===== src/include/link_diag_pkg.sv =====
// Package holding register map, field layout, reset values and timing for the diag bank.
package link_diag_pkg;
  // Register offsets on the device register port.
  localparam logic [7:0] ADDR_LIMIT_HI = 8'h05;
  localparam logic [7:0] ADDR_LIMIT_LO = 8'h06;
  localparam logic [7:0] ADDR_TIMEOUT_CTL = 8'h07;
  localparam logic [7:0] ADDR_BUS_IN_CTL = 8'h08;
  // Reset values of the four registers.
  localparam logic [7:0] RST_LIMIT_HI = 8'h01;
  localparam logic [7:0] RST_LIMIT_LO = 8'h00;
  localparam logic [7:0] RST_TIMEOUT_CTL = 8'hFE;
  localparam logic [7:0] RST_BUS_IN_CTL = 8'h1C;
  // Field positions.
  localparam int TIMEOUT_VAL_MSB = 7;
  localparam int TIMEOUT_VAL_LSB = 1;
  localparam int TIMEOUT_OFF_BIT = 0;
  localparam int REMOTE_BLOCK_BIT = 7;
  localparam int SDA_HOLD_MSB = 6;
  localparam int SDA_HOLD_LSB = 4;
  localparam int FILTER_MSB = 3;
  localparam int FILTER_LSB = 0;
  // Structure sizes.
  localparam int NUM_PORTS = 4;
  localparam int HOLD_TAPS = 8;
  // Timing: clock period, watchdog unit, hold unit and filter unit.
  localparam int CLK_PERIOD_NS = 50;
  localparam int WD_UNIT_MS = 2;
  localparam int HOLD_UNIT_NS = 50;
  localparam int FILTER_UNIT_NS = 5;
  localparam int WD_TICK_CYCLES_DEF = (WD_UNIT_MS * 1000000) / CLK_PERIOD_NS;
  // Register access request and answer.
  typedef struct packed {
    logic valid;
    logic write;
    logic remote;
    logic [7:0] addr;
    logic [7:0] wdata;
  } reg_req_t;
  typedef struct packed {
    logic valid;
    logic [7:0] rdata;
  } reg_rsp_t;
  // Watchdog states, one-hot.
  typedef enum logic [2:0] {
    WD_IDLE = 3'b001,
    WD_RUN = 3'b010,
    WD_EXPIRE = 3'b100
  } wd_state_t;
endpackage


===== src/hdl/link_diag_control_regs.sv =====
// Diagnostic and control register bank: parity limit, channel watchdog, serial input conditioning.
// Notes on behaviour
// - Per-port fault flag when count reaches limit.
// - Limit high byte from high register.
// - Limit low byte from low register.
// - Watchdog aborts transactions exceeding the timeout.
// - Timeout field bits 7:1, 2 ms steps.
// - Off bit 0 stops the watchdog.
// - Remote block bit drops remote register writes.
// - Remote block leaves target forwarding untouched.
// - SDA input hold, 50 ns steps.
// - Glitch filter on SCL/SDA, 5 ns steps.
// - Count parity errors only while checker enabled.
`timescale 1ns/10ps
module link_diag_control_regs
  import link_diag_pkg::*;
#(
  parameter int unsigned TICK_CYCLES = WD_TICK_CYCLES_DEF
)
(
  // Clock and reset.
  input wire logic core_clk_in,
  input wire logic rst_in,
  // Register access from the local target or the control channel.
  input wire reg_req_t reg_req_in,
  output reg_rsp_t reg_rsp_out,
  // Parity checker events and counter control.
  input wire logic parity_check_en_in,
  input wire logic [NUM_PORTS-1:0] parity_err_in,
  input wire logic [NUM_PORTS-1:0] parity_clr_in,
  output logic [NUM_PORTS-1:0] parity_fault_out,
  // Control channel transaction tracking.
  input wire logic txn_active_in,
  output logic txn_abort_out,
  output logic bus_release_out,
  // Serial bus pins, conditioned copies out.
  input wire logic scl_pin_in,
  input wire logic sda_pin_in,
  output logic scl_clean_out,
  output logic sda_clean_out
);

  // Converts a count of units of a given length to whole cycles, rounding up.
  function automatic logic [7:0] units_to_cycles(input logic [3:0] units, input int unit_ns);
    int total;
    total = (int'(units) * unit_ns + CLK_PERIOD_NS - 1) / CLK_PERIOD_NS;
    units_to_cycles = total[7:0];
  endfunction

  // Register storage.
  logic [7:0] parity_limit_high_byte_reg;
  logic [7:0] parity_limit_low_byte_reg;
  logic [7:0] channel_timeout_control_reg;
  logic [7:0] serial_bus_input_control_reg;
  // Decoded fields.
  logic [15:0] parity_fault_limit;
  logic [6:0] channel_timeout_value;
  logic channel_timeout_off;
  logic remote_block;
  logic [7:0] hold_cycles;
  logic [7:0] filter_cycles;
  // A write is taken unless it comes from the far side while blocked.
  logic write_ok;

  assign parity_fault_limit = {parity_limit_high_byte_reg,
    parity_limit_low_byte_reg};
  assign channel_timeout_value =
    channel_timeout_control_reg[TIMEOUT_VAL_MSB:TIMEOUT_VAL_LSB];
  assign channel_timeout_off = channel_timeout_control_reg[TIMEOUT_OFF_BIT];
  assign remote_block = serial_bus_input_control_reg[REMOTE_BLOCK_BIT];
  assign hold_cycles = units_to_cycles({1'b0,
    serial_bus_input_control_reg[SDA_HOLD_MSB:SDA_HOLD_LSB]}, HOLD_UNIT_NS);
  assign filter_cycles = units_to_cycles(serial_bus_input_control_reg[FILTER_MSB:FILTER_LSB],
    FILTER_UNIT_NS);
  // Only this bank's own writes are gated; forwarding to attached targets is not seen here.
  assign write_ok = reg_req_in.valid && reg_req_in.write
    && !(reg_req_in.remote && remote_block);

  // Register writes; a blocked remote write leaves every register untouched.
  always_ff @(posedge core_clk_in)
  begin
    if (rst_in)
    begin
      parity_limit_high_byte_reg <= RST_LIMIT_HI;
      parity_limit_low_byte_reg <= RST_LIMIT_LO;
      channel_timeout_control_reg <= RST_TIMEOUT_CTL;
      serial_bus_input_control_reg <= RST_BUS_IN_CTL;
    end
    else if (write_ok)
    begin
      // All four registers are full 8-bit read/write fields.
      case (reg_req_in.addr)
        ADDR_LIMIT_HI: parity_limit_high_byte_reg <= reg_req_in.wdata;
        ADDR_LIMIT_LO: parity_limit_low_byte_reg <= reg_req_in.wdata;
        ADDR_TIMEOUT_CTL: channel_timeout_control_reg <= reg_req_in.wdata;
        ADDR_BUS_IN_CTL: serial_bus_input_control_reg <= reg_req_in.wdata;
        default: ; // Writes outside the bank are dropped.
      endcase
    end
  end

  // Read answer, one cycle after the request; unmapped offsets read as zero.
  always_ff @(posedge core_clk_in)
  begin
    if (rst_in)
    begin
      reg_rsp_out <= '0;
    end
    else
    begin
      reg_rsp_out.valid <= reg_req_in.valid && !reg_req_in.write;
      case (reg_req_in.addr)
        ADDR_LIMIT_HI: reg_rsp_out.rdata <= parity_limit_high_byte_reg;
        ADDR_LIMIT_LO: reg_rsp_out.rdata <= parity_limit_low_byte_reg;
        ADDR_TIMEOUT_CTL: reg_rsp_out.rdata <= channel_timeout_control_reg;
        ADDR_BUS_IN_CTL: reg_rsp_out.rdata <= serial_bus_input_control_reg;
        default: reg_rsp_out.rdata <= 8'h00;
      endcase
    end
  end

  // Per-port parity error counters and fault flags.
  logic [15:0] parity_count_reg [NUM_PORTS];

  // Counters saturate so a limit once reached cannot be lost to a wrap.
  // A clear and an error in the same cycle leave a count of one, so the event is kept.
  always_ff @(posedge core_clk_in)
  begin
    for (int p = 0; p < NUM_PORTS; p++)
    begin
      if (rst_in)
      begin
        parity_count_reg[p] <= 16'h0000;
      end
      else if (parity_clr_in[p])
      begin
        parity_count_reg[p] <= {15'h0000, parity_err_in[p] & parity_check_en_in};
      end
      else if (parity_err_in[p] && parity_check_en_in && parity_count_reg[p] != 16'hFFFF)
      begin
        parity_count_reg[p] <= parity_count_reg[p] + 16'h0001;
      end
    end
  end

  // Fault flags compare each count with the full 16-bit limit, independently per port.
  always_ff @(posedge core_clk_in)
  begin
    for (int p = 0; p < NUM_PORTS; p++)
    begin
      if (rst_in)
      begin
        parity_fault_out[p] <= 1'b0;
      end
      else
      begin
        parity_fault_out[p] <= parity_count_reg[p] >= parity_fault_limit;
      end
    end
  end

  // Watchdog: a prescaler makes one tick per timeout unit, a unit counter counts ticks.
  wd_state_t wd_state_reg;
  logic [15:0] tick_count_reg;
  logic [6:0] unit_count_reg;
  logic tick;

  assign tick = (tick_count_reg == 16'(TICK_CYCLES - 1));

  // Prescaler restarts with each transaction so every timeout spans whole units.
  always_ff @(posedge core_clk_in)
  begin
    if (rst_in || wd_state_reg != WD_RUN || tick)
    begin
      tick_count_reg <= 16'h0000;
    end
    else
    begin
      tick_count_reg <= tick_count_reg + 16'h0001;
    end
  end

  // Unit counter counts elapsed units during a running transaction.
  always_ff @(posedge core_clk_in)
  begin
    if (rst_in || wd_state_reg != WD_RUN)
    begin
      unit_count_reg <= 7'h00;
    end
    else if (tick && unit_count_reg != 7'h7F)
    begin
      unit_count_reg <= unit_count_reg + 7'h01;
    end
  end

  // Watchdog sequencing. A zero timeout, which software is told to avoid, expires
  // at the first tick rather than hanging, the safer of the two readings.
  always_ff @(posedge core_clk_in)
  begin
    if (rst_in)
    begin
      wd_state_reg <= WD_IDLE;
    end
    else
    begin
      case (wd_state_reg)
        WD_IDLE:
        begin
          // Arm only when a transaction runs and the watchdog is not switched off.
          if (txn_active_in && !channel_timeout_off)
          begin
            wd_state_reg <= WD_RUN;
          end
        end
        WD_RUN:
        begin
          if (!txn_active_in || channel_timeout_off)
          begin
            wd_state_reg <= WD_IDLE;
          end
          else if (tick && (unit_count_reg + 7'h01 >= channel_timeout_value
            || channel_timeout_value == 7'h00))
          begin
            wd_state_reg <= WD_EXPIRE;
          end
        end
        WD_EXPIRE:
        begin
          // One cycle of abort, then back to idle ready for a new transaction.
          wd_state_reg <= WD_IDLE;
        end
        default: wd_state_reg <= WD_IDLE;
      endcase
    end
  end

  // Abort and bus release pulse together for the single expiry cycle.
  always_ff @(posedge core_clk_in)
  begin
    if (rst_in)
    begin
      txn_abort_out <= 1'b0;
      bus_release_out <= 1'b0;
    end
    else
    begin
      txn_abort_out <= (wd_state_reg == WD_EXPIRE);
      bus_release_out <= (wd_state_reg == WD_EXPIRE);
    end
  end

  // Pin synchronisers; index 0 is SCL, index 1 is SDA.
  logic [1:0] pin_meta_reg;
  logic [1:0] pin_sync_reg;
  logic [1:0] pin_filt_reg;
  logic [7:0] filt_count_reg [2];
  logic [HOLD_TAPS-1:0] sda_delay_reg;

  // Two flops before any logic looks at the pins.
  always_ff @(posedge core_clk_in)
  begin
    if (rst_in)
    begin
      pin_meta_reg <= 2'h3;
      pin_sync_reg <= 2'h3;
    end
    else
    begin
      pin_meta_reg <= {sda_pin_in, scl_pin_in};
      pin_sync_reg <= pin_meta_reg;
    end
  end

  // Glitch filter: a new level is taken only after it outlasts the filter depth.
  // Resolution is one clock, so the depth rounds up to whole 50 ns cycles.
  always_ff @(posedge core_clk_in)
  begin
    for (int i = 0; i < 2; i++)
    begin
      if (rst_in)
      begin
        pin_filt_reg[i] <= 1'b1;
        filt_count_reg[i] <= 8'h00;
      end
      else if (pin_sync_reg[i] == pin_filt_reg[i])
      begin
        filt_count_reg[i] <= 8'h00;
      end
      else if (filt_count_reg[i] >= filter_cycles)
      begin
        pin_filt_reg[i] <= pin_sync_reg[i];
        filt_count_reg[i] <= 8'h00;
      end
      else
      begin
        filt_count_reg[i] <= filt_count_reg[i] + 8'h01;
      end
    end
  end

  // SDA hold: the filtered SDA is delayed by the hold setting so it lags SCL.
  always_ff @(posedge core_clk_in)
  begin
    if (rst_in)
    begin
      sda_delay_reg <= '1;
    end
    else
    begin
      sda_delay_reg <= {sda_delay_reg[HOLD_TAPS-2:0], pin_filt_reg[1]};
    end
  end

  // Conditioned outputs from flops.
  always_ff @(posedge core_clk_in)
  begin
    if (rst_in)
    begin
      scl_clean_out <= 1'b1;
      sda_clean_out <= 1'b1;
    end
    else
    begin
      scl_clean_out <= pin_filt_reg[0];
      if (hold_cycles == 8'h00)
      begin
        sda_clean_out <= pin_filt_reg[1];
      end
      else
      begin
        sda_clean_out <= sda_delay_reg[hold_cycles[2:0] - 3'h1];
      end
    end
  end

endmodule


===== config.mk =====
export PLATFORM = sky130hd
export DESIGN_NAME = link_diag_control_regs
export DESIGN_NICKNAME = d
export VERILOG_FILES = /design/src/include/link_diag_pkg.sv /design/src/hdl/link_diag_control_regs.sv
export SDC_FILE = /design/constraint.sdc
export NUM_CORES = 1
export LEC_CHECK = 0
export ABC_CLOCK_PERIOD_IN_PS = 7200
export BUFFER_PORTS_ARGS = -buffer_cell sky130_fd_sc_hd__buf_2
export CORE_UTILIZATION = 63
export DETAILED_ROUTE_END_ITERATION = 10
export GPL_ROUTABILITY_DRIVEN = 0
export PLACE_DENSITY_LB_ADDON = 0.2
export SYNTH_ARGS = -nofsm -noshare
export SYNTH_HDL_FRONTEND = slang
export SYNTH_SLANG_ARGS = --single-unit

===== constraint.sdc =====
create_clock -name core_clk_in -period 7.2 [get_ports core_clk_in]
set_input_delay 0.72 -clock core_clk_in [delete_from_list [all_inputs] [get_ports core_clk_in]]
set_output_delay 0.72 -clock core_clk_in [all_outputs]
set_load 0.01 [all_outputs]

# --- After elaboration in Yosys (flattened, before gate mapping) ---
# Memories as Yosys holds them, arrays and structs flattened.
# Cells that the tools add are included.
totals:
  ram_bits: 80
  in_bits: 33
  memories: 2
  register_bits: 88
  output_inout_bits: 17
op_classes:
  addsub: 13
  magnitude_cmp: 8
  n_bitwise: 20
  eq_ne: 18
  reduce_logical: 32
  n_mux: 74
  mul: 2
  div: 2
mem_list:
  columns: ["memory", "words", "word_bits", "read_ports", "rd_ports_with_merged_regs", "wr", "line", "rtl"]
  rows:
  - ["parity_count_reg", 4, 16, 4, 0, 4, "link_diag_control_regs.sv:123", "logic [15:0] parity_count_reg [NUM_PORTS];"]
  - ["filt_count_reg", 2, 8, 2, 0, 2, "link_diag_control_regs.sv:256", "logic [7:0] filt_count_reg [2];"]
op_table:
  columns: ["operator", "count"]
  rows:
  - ["$mux 16", 8]
  - ["$add 16x1->16 const B", 5]
  - ["$div 32x7->32 const B", 2]
  - ["$ge 16x16->1", 4]
  - ["$ne 16x16->1 const B", 4]
  - ["$mux 1", 54]
  - ["$mux 8", 6]
  - ["$pmux 8 s4", 1]
  - ["$eq 8x3->1 const B", 3]
  - ["$add 8x1->8 const B", 2]
  - ["$eq 16x16->1 const B", 1]
  - ["$ge 8x8->1", 2]
  - ["$logic_and 1x1->1", 15]
  - ["$or 1x1->1", 14]
  - ["$reduce_and 2->1", 7]
  - ["$sub 10x1->11 const B", 1]
  - ["$add 9x6->10 const B", 1]
  - ["$mux 3", 3]
  - ["$sub 8x1->9 const B", 1]
  - ["$add 7x6->8 const B", 1]
  - ["$eq 8x4->1 const B", 1]
  - ["$logic_not 8->1", 1]
  - ["$mul 3x5->8 const B", 1]
  - ["$add 7x1->7 const B", 1]
  - ["other kinds (19)", 30]

# --- Depth between registers and ports, before layout ---
depth:
  depth_word: 11
  ltp_mapped: 24

# --- Worst setup path after synthesis ---
# Ideal clock, no wire load.
synth_path:
  path_type: "register -> register"
  startpoint: "register serial_bus_input_control_reg[6]"
  endpoint: "register sda_clean_out"
  arrival_ps: 4885
  path_buffers: 2
  t_required_ps: 7108
  setup_ps: 92
  synth_period_minus_slack_ps: 4977
  path_stages_with_launch: 22
  setup_slack_ps: 2223
  cell_sequence: "dfxtp_1 clkinv_1 ha_1 ha_1 ha_1 buf_2 nand3b_2 xnor2_2 a31oi_1 ha_1 nand3b_1 o21a_4 or2_1 buf_6 o2111a_2 nor4_4 mux2i_1 a2111o_1 nor3_2 o2bb2ai_1 mux2i_1 nor4_1"
synth_via:
  elab_chain_len: 8
  elab_cells_between_ends: 9
  cone_classes: "3 x add/sub; 1 x mul; 1 x div; 3 x mux; 1 x reduce/logical"
synth_lines:
  columns: ["element", "line", "rtl"]
  rows:
  - ["from (decl)", "link_diag_control_regs.sv:54", "logic [7:0] serial_bus_input_control_reg;"]
  - ["from (signal assigned)", "link_diag_control_regs.sv:96", "ADDR_BUS_IN_CTL: serial_bus_input_control_reg <= reg_req_in.wdata;"]
  - ["$mul 3x5->8 *", "link_diag_control_regs.sv:46", "total = (int'(units) * unit_ns + CLK_PERIOD_NS - 1) / CLK_PERIOD_NS;"]
  - ["$add 9x6->10 *", "link_diag_control_regs.sv:46", null]
  - ["$sub 10x1->11 *", "link_diag_control_regs.sv:46", null]
  - ["$div 32x7->32 *", "link_diag_control_regs.sv:46", null]
  - ["$sub 3x1->3", "link_diag_control_regs.sv:331", "sda_clean_out <= sda_delay_reg[hold_cycles[2:0] - 3'h1];"]
  - ["$bmux 1 s3", "link_diag_control_regs.sv:331", null]
  - ["$mux 1 (implied by the code)", "link_diag_control_regs.sv:331", null]
  - ["$mux 1 *", "link_diag_control_regs.sv:325", "if (hold_cycles == 8'h00)"]
  - ["to (signal assigned)", "link_diag_control_regs.sv:327", "sda_clean_out <= pin_filt_reg[1];"]
  - ["to (signal assigned)", "link_diag_control_regs.sv:331", null]
  - ["to (decl)", "link_diag_control_regs.sv:40", "output logic sda_clean_out"]
# Every way passes the cells marked *; elsewhere a longest branch is shown, timed or not. The select of a mux whose other input is x is not followed.
# A chain may end at the register's enable or synchronous reset.

# --- Worst setup path after layout ---
layout_path:
  startpoint: "register serial_bus_input_control_reg[4]"
  endpoint: "register sda_clean_out"
# Same word-level chain as after synthesis.

==> impl_metrics.toml <==
[die]
rows = 47
fp.dieH_um = 131.7
top_level_ports = 50
start_util = 0.6416
fp.dieW_um = 131.7
dieArea_um2 = 17350
core_area_um2 = 16520

[synthesis]
synth_cells = 1132
synth_edf_count = 80
async_reset_ff_frac = 0
netlist_area_um2 = 10600
yosysTopAreaCellShare = 0.2266
synth-seq-cells = 168
synth.most_common_cell = "nor2_1"
yosysUniqueCellTypes = 75
ys_top_cells_by_area = "edfxtp_1 (23%), dfxtp_1 (17%), ha_1 (13%)"
synth_commonest_cells = "nor2_1 (179), ha_1 (111), dfxtp_1 (88), edfxtp_1 (80), nand2_1 (63)"
synth-main-ff-cell = "dfxtp_1"
yosysWarnings = 0
yosys.area.top_type = "edfxtp_1"
yosysSeqAreaShare = 0.3928
avgSynthCellArea_um2 = 9.365

[worst_setup_path]
cp.arrival_ns = 6.06
crit_chain = "inv_1, ha_1, o21ai_1, xor2_2, a31oi_1, ha_1, nand3b_1, o21a_4, or2_1, o2111a_2, nor4_4, mux2i_1, a2111o_1, nor3_2, o2bb2ai_1, mux2i_1, nor4_1"
critPathMaxFanout = 22
crit_type = "flop to flop"
crit_path_start = "serial_bus_input_control_reg[4]$_SDFFE_PP1P_"
reg2regPathDepth = 17
cp-start-kind = "flop"
critPathRequiredTime_ns = 7.54
end_kind = "flop"
reg2reg_slack_ns = 1.48
r2r_start = "serial_bus_input_control_reg[4]$_SDFFE_PP1P_"
cpPeakStageDelay_ns = 0.87
r2r_end = "sda_clean_out$_SDFF_PP1_"
cp_slowest_cell = "dfxtp_1"

[clock_network]
post_cts_buffers = 0
cts_root_buffer = "clkbuf_16"
cts-resized-gates = 0
clock_path_buffers = 2
tritoncts = "yes"
cts_buffers = 17
cts_sinks = 168
hold_buffers = 0
clk_pin_slew_ns = 0.07
htreeDepth = 4
worstSkewPairLatency_ns = 0.43

[hold_path]
hold_end = "pin_sync_reg[0]$_SDFF_PP1_"
whs_path_depth = 1
hold_path.class = "flop to flop"
worstHoldStart = "pin_meta_reg[0]$_SDFF_PP1_"

[sta]
setup_slack_ns = 1.477
finalCritPeriodShare = 0.7949
setup_tns_ns = 0
skew_ns = 0.008660
slew_headroom = 0.2752
fin_crit_ns = 5.723
finalHoldViolations = 0
slew_violations = 0
rsz0062_at_grt = "no"
fmax_mhz = 174.7
setup_violations = 0
worst-slew-pin-transition_ns = 1.085
timing.hold.ws_ns = 0.4226

[drt]
vias = 8263
drtAntennaViolNets = 0
finalWirelength_um = 22950
avgViaCountPerCell = 5.790
avgRoutedWirePerCell_um = 16.08
drt_iter0_markers = 622
drt-pass1-iter-count = 5
drc = 0

[power]
worst_ir_drop_vdd_mv = 0.1739
cellPowerDensity_nw_per_um2 = 181.4
power_leakage_nw = 4.753

[placed_design]
numPortBuffers = 49
place_hpwl_um = 16510
pre_cts_ws_ns = 1.601

[layout]
area_growth_pct = 10.14
drive_gt1_frac = 0.09536
post-route-util = 0.7066
fin_nets = 1337
largest_reg_flops = 64

[global_routing]
overflow = 0
grt.total_usage = 0.2744
grt_pass1_wl_um = 38060
grt_pass1_vias = 7805
antenna_found_initial = 0
grt_max_degree = 54

[outcome]
status = "finished clean"

[job]
max_cap_viol_count = 0
-- metal layers --
layer  wire length (um)  GRT usage  up-vias
li1                   -          -     4135
met1              10700     0.3703     3895
met2              10720     0.4497      199
met3               1108    0.04360       34
met4                423    0.09173        0
met5                  0          0        -
-- placed cells by master (no fill, tap or decap), types with 24 or more instances in the layout --
master | Yosys | final
mux2i_1 | 29 | 29
ha_1 | 111 | 111
a21o_1 | 24 | 24
a21oi_1 | 47 | 47
o21ai_0 | 36 | 36
dfxtp_1 | 88 | 88
nor2_1 | 179 | 179
nand3_1 | 49 | 49
buf_2 | 4 | 49
conb_1 | 2 | 24
xnor2_1 | 38 | 38
edfxtp_1 | 80 | 80
xor2_1 | 54 | 54
inv_1 | 55 | 55
nand2_1 | 63 | 63
-- worst max-delay path, delay by kind of cell (launching register included) --
kind            cells  cell delay, ns
flops               1            0.87
simple gates        5            1.25
xor+xnor            1            0.34
buf+inv             1            0.35
fa+ha+maj           2            1.07
compound gates      6            1.51
mux                 2            0.24
-- worst max path at each step --
stage                                to  slack [ns]  depth (start not counted)
6_report       sda_clean_out$_SDFF_PP1_        1.48                         17
5_1_grt        sda_clean_out$_SDFF_PP1_        1.18                         17
4_1_cts        sda_clean_out$_SDFF_PP1_        1.57                         17
3_5_place_dp   sda_clean_out$_SDFF_PP1_        1.60                         17
3_3_place_gp   sda_clean_out$_SDFF_PP1_        1.80                         17
2_1_floorplan  sda_clean_out$_SDFF_PP1_        2.22                         21
-- power by group --
part	switching (mW)	internal, mW	leakage (nW)
combinational	0.0693	0.0587	2.87
sequential	0.0311	1.03	1.59
clock	0.415	0.513	0.297
total	0.515	1.60	4.75
-- cell families after synthesis --
| group | after synthesis | synth area share |
|---|---|---|
| AO/OA/AOI/OAI | 197 | 0.1291 |
| XOR/XNOR | 96 | 0.08214 |
| multiplexers | 29 | 0.02738 |
| flip-flops | 168 | 0.3928 |
| AND/OR/NAND/NOR | 440 | 0.2018 |
| adder cells (fa/ha/maj) | 112 | 0.1319 |
| other | 2 | 0.0007084 |
| buffers and inverters | 88 | 0.03411 |
-- through the flow --
stage	std cells	instance area, um2	power, mW
after CTS	1426	11670	2.126
after global placement	1394	11070	1.204
after detailed placement	1394	11070	1.210
after floorplan	1154	10680	1.164
final	1427	11680	2.118
after global routing	1426	11670	2.192
-- final cells by class --
class / count / area [um2]
Multi-Input combinational cell: 898 / 6158
Fill cell: 1292 / 4848
Sequential cell: 168 / 4164
Clock buffer: 18 / 450.4
Tap cell: 220 / 275.3
Timing Repair Buffer: 51 / 260.3
Inverter: 57 / 214.0
Clock inverter: 14 / 151.4
Antenna cell: 1 / 2.502
Power figures use the tool's default switching activity.
